==> src/rac_pkg.sv <==
package rac_pkg;
  // register map of the generic bank, byte offsets on the local port
  localparam int RAC_AW = 3;
  localparam logic [2:0] RAC_OFF_CTRL = 3'h0;
  localparam logic [2:0] RAC_OFF_STAT = 3'h1;
  localparam logic [2:0] RAC_OFF_CMD = 3'h2;
  localparam logic [2:0] RAC_OFF_DBG = 3'h3;
  localparam logic [2:0] RAC_OFF_BASE = 3'h4;
  localparam logic [2:0] RAC_OFF_SET = 3'h5;
  localparam logic [2:0] RAC_OFF_CLEAR = 3'h6;
  localparam logic [2:0] RAC_OFF_TOGGLE = 3'h7;
  // field layout
  localparam logic [7:0] RAC_CTRL_MASK = 8'h3F;
  localparam logic [7:0] RAC_DBG_MASK = 8'h0F;
  // reset values
  localparam logic [7:0] RAC_CTRL_RST = 8'h00;
  localparam logic [7:0] RAC_DBG_RST = 8'h00;
  localparam logic [7:0] RAC_BASE_RST = 8'h00;
  localparam logic [7:0] RAC_UNDEF_RD = 8'h00;
  typedef enum logic [1:0] {RAC_OP_SET, RAC_OP_CLEAR, RAC_OP_TOGGLE, RAC_OP_NONE} rac_op_type;
endpackage

==> src/rac_pair_if.sv <==
`timescale 1ns/1ps
interface rac_pair_if;
  import rac_pkg::*;
  logic wr;
  rac_op_type op;
  logic [7:0] mask;
  logic [7:0] value;
  modport bank (output wr, output op, output mask, input value);
  modport pair (input wr, input op, input mask, output value);
endinterface

==> src/rac_bank.sv <==
`timescale 1ns/1ps
// Function
// (RULE1) A read/write bit reads back the value last written to it.
// (RULE2) A read-only bit ignores writes and keeps its value.
// (RULE3) A write-only bit accepts writes but reads back an undefined value.
// (RULE4) Reserved bits always read as zero.
// (RULE5) Software writes zero to reserved bits.
// (RULE6) A soft reset restores reset values except in the debug register.
// (RULE7) Base and its set/clear/toggle registers all read the base contents.
// (RULE8) Ones written to the clear register force base bits to zero.
// (RULE9) Ones written to the set register force base bits to one.
// (RULE10) Ones written to the toggle register invert base bits.
// (RULE11) Zeros written through set, clear or toggle leave base bits unchanged.
module rac_bank
  import rac_pkg::*;
(
  // clock and reset
  input wire logic clk,
  input wire logic reset_n,
  // register port
  input wire logic [RAC_AW-1:0] addr,
  input wire logic wr_en,
  input wire logic rd_en,
  input wire logic [7:0] wdata,
  output logic [7:0] rdata,
  // block state and control
  input wire logic [7:0] status_in,
  output logic [7:0] ctrl_out,
  output logic [7:0] cmd_out,
  output logic [7:0] pair_out,
  output logic [7:0] dbg_out
);
  import rac_pkg::*;

  // ----------------------------------------
  // write decode
  // ----------------------------------------
  logic [7:0] ctrl_r;
  logic [7:0] ctrl_nxt;
  logic [7:0] cmd_r;
  logic [7:0] cmd_nxt;
  logic [7:0] dbg_r;
  logic [7:0] dbg_nxt;
  logic [7:0] rdata_r;
  logic [7:0] rdata_nxt;
  logic sw_rst;
  rac_pair_if pif ();

  // ----------------------------------------
  // soft reset
  // ----------------------------------------
  // cmd bit 7 is a write-only soft reset strobe
  assign sw_rst = wr_en && addr == RAC_OFF_CMD && wdata[7];

  always_comb begin
    ctrl_nxt = ctrl_r;
    cmd_nxt = cmd_r;
    dbg_nxt = dbg_r;
    if (sw_rst) begin
      ctrl_nxt = RAC_CTRL_RST; // see (RULE6)
      cmd_nxt = 8'h00;
    end else if (wr_en) begin
      unique case (addr)
        RAC_OFF_CTRL: ctrl_nxt = wdata & RAC_CTRL_MASK; // see (RULE1) see (RULE4)
        RAC_OFF_CMD: cmd_nxt = wdata; // see (RULE3)
        RAC_OFF_DBG: dbg_nxt = wdata & RAC_DBG_MASK;
        default: ;
      endcase
    end
  end

  // ----------------------------------------
  // pair decode
  // ----------------------------------------
  assign pif.wr = wr_en && (addr == RAC_OFF_BASE || addr == RAC_OFF_SET ||
                            addr == RAC_OFF_CLEAR || addr == RAC_OFF_TOGGLE);
  assign pif.mask = wdata;
  always_comb begin
    unique case (addr)
      RAC_OFF_SET: pif.op = RAC_OP_SET;
      RAC_OFF_CLEAR: pif.op = RAC_OP_CLEAR;
      RAC_OFF_TOGGLE: pif.op = RAC_OP_TOGGLE;
      default: pif.op = RAC_OP_NONE;
    endcase
  end

  rac_pair u_pair (
    .clk(clk),
    .reset_n(reset_n),
    .sw_rst(sw_rst), // see (RULE6)
    .port(pif.pair)
  );

  // ----------------------------------------
  // read mux
  // ----------------------------------------
  always_comb begin
    rdata_nxt = rdata_r;
    if (rd_en) begin
      unique case (addr)
        RAC_OFF_CTRL: rdata_nxt = ctrl_r; // see (RULE1)
        RAC_OFF_STAT: rdata_nxt = status_in; // see (RULE2)
        RAC_OFF_CMD: rdata_nxt = RAC_UNDEF_RD; // see (RULE3)
        RAC_OFF_DBG: rdata_nxt = dbg_r & RAC_DBG_MASK; // see (RULE4)
        default: rdata_nxt = pif.value; // see (RULE7)
      endcase
    end
  end

  always_ff @(posedge clk or negedge reset_n) begin
    if (!reset_n) begin
      ctrl_r <= RAC_CTRL_RST;
      cmd_r <= 8'h00;
      dbg_r <= RAC_DBG_RST;
      rdata_r <= 8'h00;
    end else begin
      ctrl_r <= ctrl_nxt;
      cmd_r <= cmd_nxt;
      dbg_r <= dbg_nxt;
      rdata_r <= rdata_nxt;
    end
  end

  // ----------------------------------------
  // outputs
  // ----------------------------------------
  assign rdata = rdata_r;
  assign ctrl_out = ctrl_r;
  assign cmd_out = cmd_r;
  assign pair_out = pif.value;
  assign dbg_out = dbg_r;

  // ----------------------------------------
  // checks
  // ----------------------------------------
  chk_rw_readback: assert property (@(posedge clk) disable iff (!reset_n) // see (RULE1)
    wr_en && addr == RAC_OFF_CTRL && !sw_rst ##1 rd_en && addr == RAC_OFF_CTRL && !wr_en
    |=> rdata == ($past(wdata, 2) & RAC_CTRL_MASK))
    else $error("ctrl readback mismatch");
  chk_dbg_readback: assert property (@(posedge clk) disable iff (!reset_n) // see (RULE1)
    wr_en && addr == RAC_OFF_DBG |=> dbg_r == ($past(wdata) & RAC_DBG_MASK))
    else $error("dbg write not stored");
  chk_ctrl_only_written: assert property (@(posedge clk) disable iff (!reset_n) // see (RULE1)
    !(wr_en && addr == RAC_OFF_CTRL) && !sw_rst |=> ctrl_r == $past(ctrl_r))
    else $error("ctrl changed without write");
  chk_pair_base_write: assert property (@(posedge clk) disable iff (!reset_n) // see (RULE1)
    wr_en && addr == RAC_OFF_BASE |=> pair_out == $past(wdata))
    else $error("base write not stored");
  chk_rdata_holds: assert property (@(posedge clk) disable iff (!reset_n) // see (RULE1)
    !rd_en |=> $stable(rdata))
    else $error("read data moved without read");

  chk_ro_status: assert property (@(posedge clk) disable iff (!reset_n) // see (RULE2)
    rd_en && addr == RAC_OFF_STAT |=> rdata == $past(status_in))
    else $error("status read wrong");
  chk_stat_write_ignored: assert property (@(posedge clk) disable iff (!reset_n) // see (RULE2)
    wr_en && addr == RAC_OFF_STAT
    |=> ctrl_r == $past(ctrl_r) && cmd_r == $past(cmd_r) && dbg_r == $past(dbg_r))
    else $error("status write had an effect");

  chk_cmd_read_const: assert property (@(posedge clk) disable iff (!reset_n) // see (RULE3)
    rd_en && addr == RAC_OFF_CMD |=> rdata == RAC_UNDEF_RD)
    else $error("cmd read leaked contents");
  chk_cmd_write_kept: assert property (@(posedge clk) disable iff (!reset_n) // see (RULE3)
    wr_en && addr == RAC_OFF_CMD && !wdata[7] |=> cmd_out == $past(wdata))
    else $error("cmd write not stored");

  chk_reserved_zero: assert property (@(posedge clk) disable iff (!reset_n) // see (RULE4)
    (ctrl_r & ~RAC_CTRL_MASK) == 8'h00 && (dbg_r & ~RAC_DBG_MASK) == 8'h00)
    else $error("reserved bits not zero");
  chk_ctrl_read_resv: assert property (@(posedge clk) disable iff (!reset_n) // see (RULE4)
    rd_en && addr == RAC_OFF_CTRL |=> (rdata & ~RAC_CTRL_MASK) == 8'h00)
    else $error("ctrl read shows reserved bits");
  chk_dbg_read_resv: assert property (@(posedge clk) disable iff (!reset_n) // see (RULE4)
    rd_en && addr == RAC_OFF_DBG |=> (rdata & ~RAC_DBG_MASK) == 8'h00)
    else $error("dbg read shows reserved bits");
  for (genvar b = 0; b < 8; b++) begin : g_ctrl_resv
    if (!RAC_CTRL_MASK[b]) begin : g_bit
      chk_ctrl_resv_bit: assert property (@(posedge clk) disable iff (!reset_n) // see (RULE4)
        !ctrl_out[b])
        else $error("ctrl reserved bit set");
    end
  end

  chk_softrst_vals: assert property (@(posedge clk) disable iff (!reset_n) // see (RULE6)
    sw_rst |=> ctrl_r == RAC_CTRL_RST && pair_out == RAC_BASE_RST && dbg_r == $past(dbg_r))
    else $error("soft reset values wrong");
  chk_softrst_cmd: assert property (@(posedge clk) disable iff (!reset_n) // see (RULE6)
    sw_rst |=> cmd_r == 8'h00)
    else $error("soft reset left cmd set");
  chk_dbg_only_written: assert property (@(posedge clk) disable iff (!reset_n) // see (RULE6)
    !(wr_en && addr == RAC_OFF_DBG) |=> dbg_r == $past(dbg_r))
    else $error("dbg changed without write");
  chk_dbg_swrst_kept: assert property (@(posedge clk) disable iff (!reset_n) // see (RULE6)
    sw_rst |=> dbg_out == $past(dbg_out))
    else $error("soft reset touched dbg");

  chk_pair_same_read: assert property (@(posedge clk) disable iff (!reset_n) // see (RULE7)
    rd_en && addr >= RAC_OFF_BASE |=> rdata == $past(pair_out))
    else $error("pair read differs");
  chk_set_read_same: assert property (@(posedge clk) disable iff (!reset_n) // see (RULE7)
    rd_en && addr == RAC_OFF_SET |=> rdata == $past(pair_out))
    else $error("set register read differs");
  chk_toggle_read_same: assert property (@(posedge clk) disable iff (!reset_n) // see (RULE7)
    rd_en && addr == RAC_OFF_TOGGLE |=> rdata == $past(pair_out))
    else $error("toggle register read differs");
  chk_read_no_side: assert property (@(posedge clk) disable iff (!reset_n) // see (RULE7)
    rd_en && !wr_en |=> pair_out == $past(pair_out) && ctrl_r == $past(ctrl_r))
    else $error("read changed a register");

  chk_pair_idle_kept: assert property (@(posedge clk) disable iff (!reset_n) // see (RULE11)
    !pif.wr && !sw_rst |=> pair_out == $past(pair_out))
    else $error("base changed without write");

  // ----------------------------------------
  // coverage
  // ----------------------------------------
  cov_set: cover property (@(posedge clk) wr_en && addr == RAC_OFF_SET && wdata != 8'h00);
  cov_clear: cover property (@(posedge clk) wr_en && addr == RAC_OFF_CLEAR && wdata != 8'h00);
  cov_toggle: cover property (@(posedge clk) wr_en && addr == RAC_OFF_TOGGLE && wdata != 8'h00);
  cov_swrst: cover property (@(posedge clk) sw_rst);
  cov_pair_read: cover property (@(posedge clk) rd_en && addr >= RAC_OFF_BASE);
endmodule

==> src/rac_pair.sv <==
`timescale 1ns/1ps
module rac_pair
  import rac_pkg::*;
(
  // clock and resets
  input wire logic clk,
  input wire logic reset_n,
  input wire logic sw_rst,
  // strobe side
  rac_pair_if.pair port
);
  logic [7:0] base_r;
  logic [7:0] base_nxt;

  always_comb begin
    base_nxt = base_r;
    if (sw_rst) begin
      base_nxt = RAC_BASE_RST;
    end else if (port.wr) begin
      unique case (port.op)
        RAC_OP_SET: base_nxt = base_r | port.mask; // see (RULE9) see (RULE11)
        RAC_OP_CLEAR: base_nxt = base_r & ~port.mask; // see (RULE8) see (RULE11)
        RAC_OP_TOGGLE: base_nxt = base_r ^ port.mask; // see (RULE10) see (RULE11)
        RAC_OP_NONE: base_nxt = port.mask;
      endcase
    end
  end

  always_ff @(posedge clk or negedge reset_n) begin
    if (!reset_n) begin
      base_r <= RAC_BASE_RST;
    end else begin
      base_r <= base_nxt;
    end
  end

  assign port.value = base_r;

  chk_set_forces_one: assert property (@(posedge clk) disable iff (!reset_n) // see (RULE9)
    port.wr && !sw_rst && port.op == RAC_OP_SET |=> (base_r & $past(port.mask)) == $past(port.mask))
    else $error("set did not force ones");
  chk_clear_forces_zero: assert property (@(posedge clk) disable iff (!reset_n) // see (RULE8)
    port.wr && !sw_rst && port.op == RAC_OP_CLEAR |=> (base_r & $past(port.mask)) == 8'h00)
    else $error("clear did not force zeros");
  chk_toggle_inverts_bits: assert property (@(posedge clk) disable iff (!reset_n) // see (RULE10)
    port.wr && !sw_rst && port.op == RAC_OP_TOGGLE
    |=> base_r == ($past(base_r) ^ $past(port.mask)))
    else $error("toggle result wrong");
  chk_zero_keeps_bits: assert property (@(posedge clk) disable iff (!reset_n) // see (RULE11)
    port.wr && !sw_rst && port.op != RAC_OP_NONE
    |=> (base_r & ~$past(port.mask)) == ($past(base_r) & ~$past(port.mask)))
    else $error("unmasked bits changed");
endmodule

==> config.mk <==
export PLATFORM = sky130hd
export DESIGN_NAME = rac_bank
export DESIGN_NICKNAME = d
export VERILOG_FILES = /design/src/rac_pkg.sv /design/src/rac_pair_if.sv /design/src/rac_bank.sv /design/src/rac_pair.sv
export SDC_FILE = /design/constraint.sdc
export NUM_CORES = 1
export LEC_CHECK = 0
export BUFFER_PORTS_ARGS = -buffer_cell sky130_fd_sc_hd__buf_2
export CORE_UTILIZATION = 30
export CTS_CLUSTER_SIZE = 10
export DETAILED_ROUTE_END_ITERATION = 6
export PLACE_DENSITY = 0.56
export SETUP_SLACK_MARGIN = 0.15
export SLEW_MARGIN = 20
export SYNTH_ARGS = -nofsm -noshare
export SYNTH_HDL_FRONTEND = slang
export SYNTH_SLANG_ARGS = --single-unit
==> constraint.sdc <==
create_clock -name clk -period 1.4 [get_ports clk]
set_clock_uncertainty 0.05 [all_clocks]
set_input_delay 0.28 -clock clk [delete_from_list [all_inputs] [get_ports clk]]
set_output_delay 0.28 -clock clk [all_outputs]
set_load 0.005 [all_outputs]
==> results of run 1 <==
-- power by group --
part	leakage (nW)	total [mW]	switching [mW]	internal, mW
combinational	0.972	0.997	0.422	0.575
sequential	0.428	1.26	0.118	1.14
clock	0.0383	0.694	0.351	0.343
-- sequential cells by signal, indices dropped and copies added, names as in the netlist --
signal	flops
cmd_out	8
u_pair.port.value	8
dbg_out	4
rdata	8
ctrl_out	6
-- routing by layer --
metal  vias to the layer above  GRT usage, %  wire length, microns
met5                         -             0                     0
met4                         0         5.172                    68
met1                       863         20.01                  2371
met2                        38         30.98                  2797
met3                         5         2.732                   192
li1                        889             -                     -
-- synthesized netlist by cell type (7+ instances only) --
master | instances | share of area [%]
o21ai_0 | 8 | 2.0
nor2_1 | 23 | 4.4
o31ai_1 | 7 | 2.7
dfrtp_1 | 34 | 43
nand2_1 | 12 | 2.3
a221o_1 | 8 | 4.1
buf_4 | 7 | 2.7
mux2i_1 | 8 | 4.1
inv_1 | 16 | 3.1
buf_2 | 7 | 1.8
ha_1 | 16 | 10
a21oi_1 | 16 | 4.1
-- final cells by class --
cell class | count | area [sq um]
inverters | 16 | 60.06
clock buffers | 7 | 76.32
fillers | 650 | 3537
flip-flops and latches | 34 | 852.1
well taps | 77 | 96.34
repair buffers | 103 | 695.7
multi-input cells | 138 | 996.0
-- timing repair --
item | in CTS | in global routing
pin swaps | 2 | 6
hold endpoints to repair | 34 | 0
buffers inserted | 8 | 4
setup endpoints to repair | 14 | 16
gates cloned | 0 | 0
hold buffers | 1 | 0
resized for setup | 6 | 11
-- stage by stage --
step                worst slack (ns)  TNS [ns]  instances  power, mW  area, sq um
detailed placement          -0.09848   -0.7225        355      2.095         2514
global route                -0.03783   -0.1017        375      3.143         2776
floorplan                     0.1150         0        204      1.666         1989
finish                      0.007459         0        375      2.948         2776
global placement            -0.06999   -0.5389        355      2.073         2514
CTS                          0.04535         0        371      2.896         2690
-- cells in the final DEF, fill, tap and decap left out --
master	instances
o31ai_1	7
a22oi_1	6
nand2b_1	1
inv_1	13
a32oi_1	2
a22o_1	6
nand3_1	1
nand4b_1	1
buf_2	50
and2_1	1
mux2_2	6
nor2b_1	1
ha_1	14
o21ai_0	8
a211o_1	1
clkbuf_8	5
dfrtp_2	1
buf_4	40
nand3b_1	4
ha_4	2
a21oi_1	16
conb_1	6
buf_6	12
dfrtp_1	33
nand2_1	12
o21ai_1	1
clkbuf_1	2
dlygate4sd3_1	1
a221o_1	8
nor2_1	23
nand4bb_1	1
and3b_1	1
inv_2	3
mux2i_1	8
nor3_1	1
-- cells by family (layout without fill, tap and decap cells) --
kind of cell    Yosys count  in the layout
simple gates             47             47
buf+inv                  32            126
mux                      14             14
fa+ha+maj                16             16
compound gates           55             55
flops                    34             34
other cells               1              6
-- path summary, 6_finish.rpt --
path,slack (ns),cells past startpoint,to
max,0.007,3,pair_out[1]
min,0.19,2,ctrl_out[2]
max reg2reg,0.04,5,u_pair.port.value[0]
min reg2reg,0.42,2,cmd_out[0]
max in group asynchronous,0.45,3,u_pair.port.value[7]
min in group asynchronous,0.50,3,cmd_out[1]
==> flow_metrics.tcl, run 1 <==
set metrics [dict create \
    status "finished clean" \
    synth_compound_area_share_pct 19.49 \
    critical_path.startpoint_type "flop" \
    drv_cap 0 \
    yosys_warnings 0 \
    ys_seq_area_share_pct 43.45 \
    synth-main-ff-cell "dfrtp_1" \
    die-height_microns 82.79 \
    max_freq_mhz 718.1 \
    worstPathCellList "buf_4 -> buf_4 -> buf_2" \
    synthToLayoutAreaGrowth_pct 41.79 \
    r2r-start "u_pair.port.value[0]" \
    muxShareOfSynthArea_pct 7.540 \
    routed_wl_mm 5.430 \
    dr.pass1.iters 6 \
    tritoncts "yes" \
    die_x_microns 82.79 \
    worst-path-max-fanout 3 \
    rsz0062_at_grt "true" \
    wl_per_cell_microns 14.48 \
    max-vdd-ir-drop_v 0.0003765 \
    cp_data_required_time_ns 1.07 \
    diodes 0 \
    arrival_ns 1.06 \
    drc 0 \
    power.leakage_nw 1.438 \
    worst_pin_slew_ns 0.6106 \
    min_period_ns 1.393 \
    track_usage_pct 16.90 \
    cts_root_buffer "clkbuf_8" \
    clockBufferDepth 2 \
    hold_viol_final 0 \
    slew_violations 0 \
    hpwl_mm 4.077 \
    final_core_util_pct 43.98 \
    grt_max_degree 35 \
    nets 337 \
    dieArea_sq_mm 0.006854 \
    drt_iter0_markers 80 \
    hp-start "wdata[2]" \
    grt_overflow 0 \
    coreArea_sq_mm 0.006314 \
    drive_gt1_share_pct 39.93 \
    vias_per_cell 4.787 \
    core.rowCount 29 \
    holdWs_ns 0.1934 \
    hold_path_class "input port to flop" \
    syn_avg_cell_area_sq_um 9.840 \
    critical-path-max-stage-delay_ns 0.40 \
    synth_edf_count 0 \
    grt_antenna_before_repair 0 \
    h-tree-depth 2 \
    vias 1795 \
    endpoint_kind "primary output" \
    worstSetupStartpoint "u_pair.port.value[1]" \
    clk_pin_slew_ns 0.07 \
    fin_crit_sh_pct 99.47 \
    ant_nets 0 \
    synth-xor-area-share_pct 0 \
    maxSlewHeadroom_pct 59.02 \
    synth_top_family_by_area "compound AO/OA/AOI/OAI gates" \
    synthAdderAreaFrac_pct 10.22 \
    clk_latency_ns 0.28 \
    gp_routability_congestion 0.7347 \
    synthDistinctLibCells 30 \
    portBuffers 56 \
    setup_viol 0 \
    cpMaxStageDelayCell "dfrtp_1" \
    grt_pass1_vias 1785 \
    tritoncts.num_buffers 5 \
    synthCells 199 \
    ys_seq_elements 34 \
    syn_area_sq_mm 0.001958 \
    p_per_area_mw_per_mm2 1062 \
    critical_path_class "flop to primary output" \
    crit_top_cell "buf_4" \
    cts_sinks 34 \
    start_util_pct 31.01 \
    ys_async_sr_fraction_pct 100.0 \
    critPathTopFamily "flip-flops" \
    synth-simple-area-share_pct 11.18 \
    grt_pass1_wl_mm 8.493 \
    pin_count 63 \
    critPathBufInv 3 \
]
(Power assumes the default switching activity.)
==> run 2, diff against run 1 <==
- GPL_TIMING_DRIVEN: not set -> 0
- clock period: 1.4 -> 1.45 ns (I/O delays scaled with it)
==> run 2 against run 1 <==
Against the previous run:
- setup slack improved by 0.11 ns
- non-clock buffer count shrank 19
- routed wire length is 1.1% lower
- clock power up 31%
- core utilization down 2.0 points
- critical path type unchanged
- hold slack worse by 0.17 ns
- final cell count is 5.1% lower
- combinational power decreased by 16%
- design area shrank 4.6%
- sequential share of layout area increased by 1.6 points
==> flow_metrics.tcl, run 2 (synthesis results as in run 1) <==
set metrics [dict create \
    status "finished clean" \
    critical-path-max-stage-delay_ns 0.44 \
    drc 0 \
    h-tree-depth 2 \
    worst-path-max-fanout 4 \
    dr.pass1.iters 4 \
    hold_viol_final 0 \
    slew_violations 0 \
    hpwl_mm 3.851 \
    pre_cts_slack_ns -0.2705 \
    clk_latency_ns 0.29 \
    cp_data_required_time_ns 1.11 \
    rsz0062_at_grt "true" \
    finalSetupTns_ns 0 \
    fill_cells 652 \
    start_util_pct 31.01 \
    grt_antenna_before_repair 0 \
    portBuffers 54 \
    setup_viol 0 \
    maxSlewHeadroom_pct 47.55 \
    vias 1743 \
    clk_pin_slew_ns 0.08 \
    synthToLayoutAreaGrowth_pct 35.34 \
    cpMaxStageDelayCell "dfrtp_2" \
    r2r-start "u_pair.port.value[3]" \
    multi_input_area_sq_mm 0.001021 \
    final_core_util_pct 41.97 \
    p_per_area_mw_per_mm2 1121 \
    ant_nets 0 \
    ff_latch_area_sq_um 854.6 \
    max_freq_mhz 747.9 \
    dieArea_sq_mm 0.006854 \
    cts_sinks 34 \
    coreArea_sq_mm 0.006314 \
    gp_routability_congestion 0.7712 \
    grt_pass1_vias 1658 \
    routed_wl_mm 5.371 \
    critical_path_class "flop to primary output" \
    die_x_microns 82.79 \
    fin_crit_sh_pct 92.22 \
    grt_pass1_wl_mm 8.445 \
    layout.cells.most_common "buf_2" \
    worstSetupStartpoint "u_pair.port.value[2]" \
    nets 318 \
    clockBufferDepth 2 \
    tritoncts.num_buffers 5 \
    min_period_ns 1.337 \
    drive_gt1_share_pct 38.71 \
    placed_cell_area_sq_mm 0.002356 \
    diodes 0 \
    track_usage_pct 17.09 \
    tritoncts "yes" \
    worst_pin_slew_ns 0.7867 \
    vias_per_cell 4.896 \
    final_cell_mix "56 x buf_2, 31 x dfrtp_1, 22 x nor2_1" \
    grt_max_degree 35 \
    endpoint_kind "primary output" \
    critical_path.startpoint_type "flop" \
    die-height_microns 82.79 \
    grt_overflow 0 \
    worstPathCellList "buf_4 -> buf_2" \
    power.leakage_nw 1.351 \
    fin_area_sq_mm 0.002650 \
    cts_root_buffer "clkbuf_8" \
    pin_count 63 \
    drt_iter0_markers 75 \
    wl_per_cell_microns 15.09 \
    setup_slack_ns 0.1128 \
    totalPowerFinal_mw 2.971 \
    hold_path_class "input port to asynchronous set/reset pin" \
    core.rowCount 29 \
    arrival_ns 1.00 \
    max-vdd-ir-drop_v 0.0004381 \
    drv_cap 0 \
]
==> run 2: final cells by class <==
| type | instances | share of cell area, % |
|---|---|---|
| Multi-Input combinational cell | 138 | 38.53 |
| Sequential cell | 34 | 32.25 |
| Timing Repair Buffer | 68 | 14.92 |
| Buffer | 16 | 4.155 |
| Tap cell | 77 | 3.636 |
| Clock buffer | 6 | 3.116 |
| Inverter | 16 | 2.266 |
| Clock inverter | 1 | 1.133 |
==> run 2: final timing paths <==
check,cells past startpoint,to,slack [ns]
worst max-delay path,2,pair_out[2],0.11
worst min register to register,2,cmd_out[0],0.43
max in group asynchronous,1,u_pair.port.value[6],0.76
worst min-delay path,1,ctrl_out[1],0.03
min in group clk,2,cmd_out[4],0.19
worst max register to register,5,u_pair.port.value[3],0.11
==> run 2: critical path, delay by kind of cell, from the launching register on <==
family                 cells  cell delay, ns
flip-flops                 1            0.44
buffers and inverters      2            0.25
==> run 2: timing repair <==
action | 4_1_cts | 5_1_grt
gates resized for setup | 10 | 7
buffers inserted | 12 | 2
hold buffers | 0 | 0
pin swaps | 0 | 2
endpoints found under the setup margin | 14 | 28
==> run 2: power by group <==
part           internal, mW  leakage [nW]  switching, mW  total, mW
Combinational         0.460         0.868          0.382      0.842
Sequential             1.10         0.426          0.119       1.22
Clock                 0.550        0.0573          0.357      0.907
==> run 2: per-stage QoR <==
stage          std cells  hold slack [ns]
6_report             356          0.02833
5_1_grt              356          0.08500
4_1_cts              354          0.05847
3_5_place_dp         335           0.3741
3_3_place_gp         335           0.3642
2_1_floorplan        204         -0.05559
==> run 2: layer usage <==
metal | track usage (%) | share of wire (%)
met1 | 22.45 | 45
met2 | 28.28 | 48
met3 | 3.060 | 5.7
met4 | 5.517 | 1.4
met5 | 0 | 0
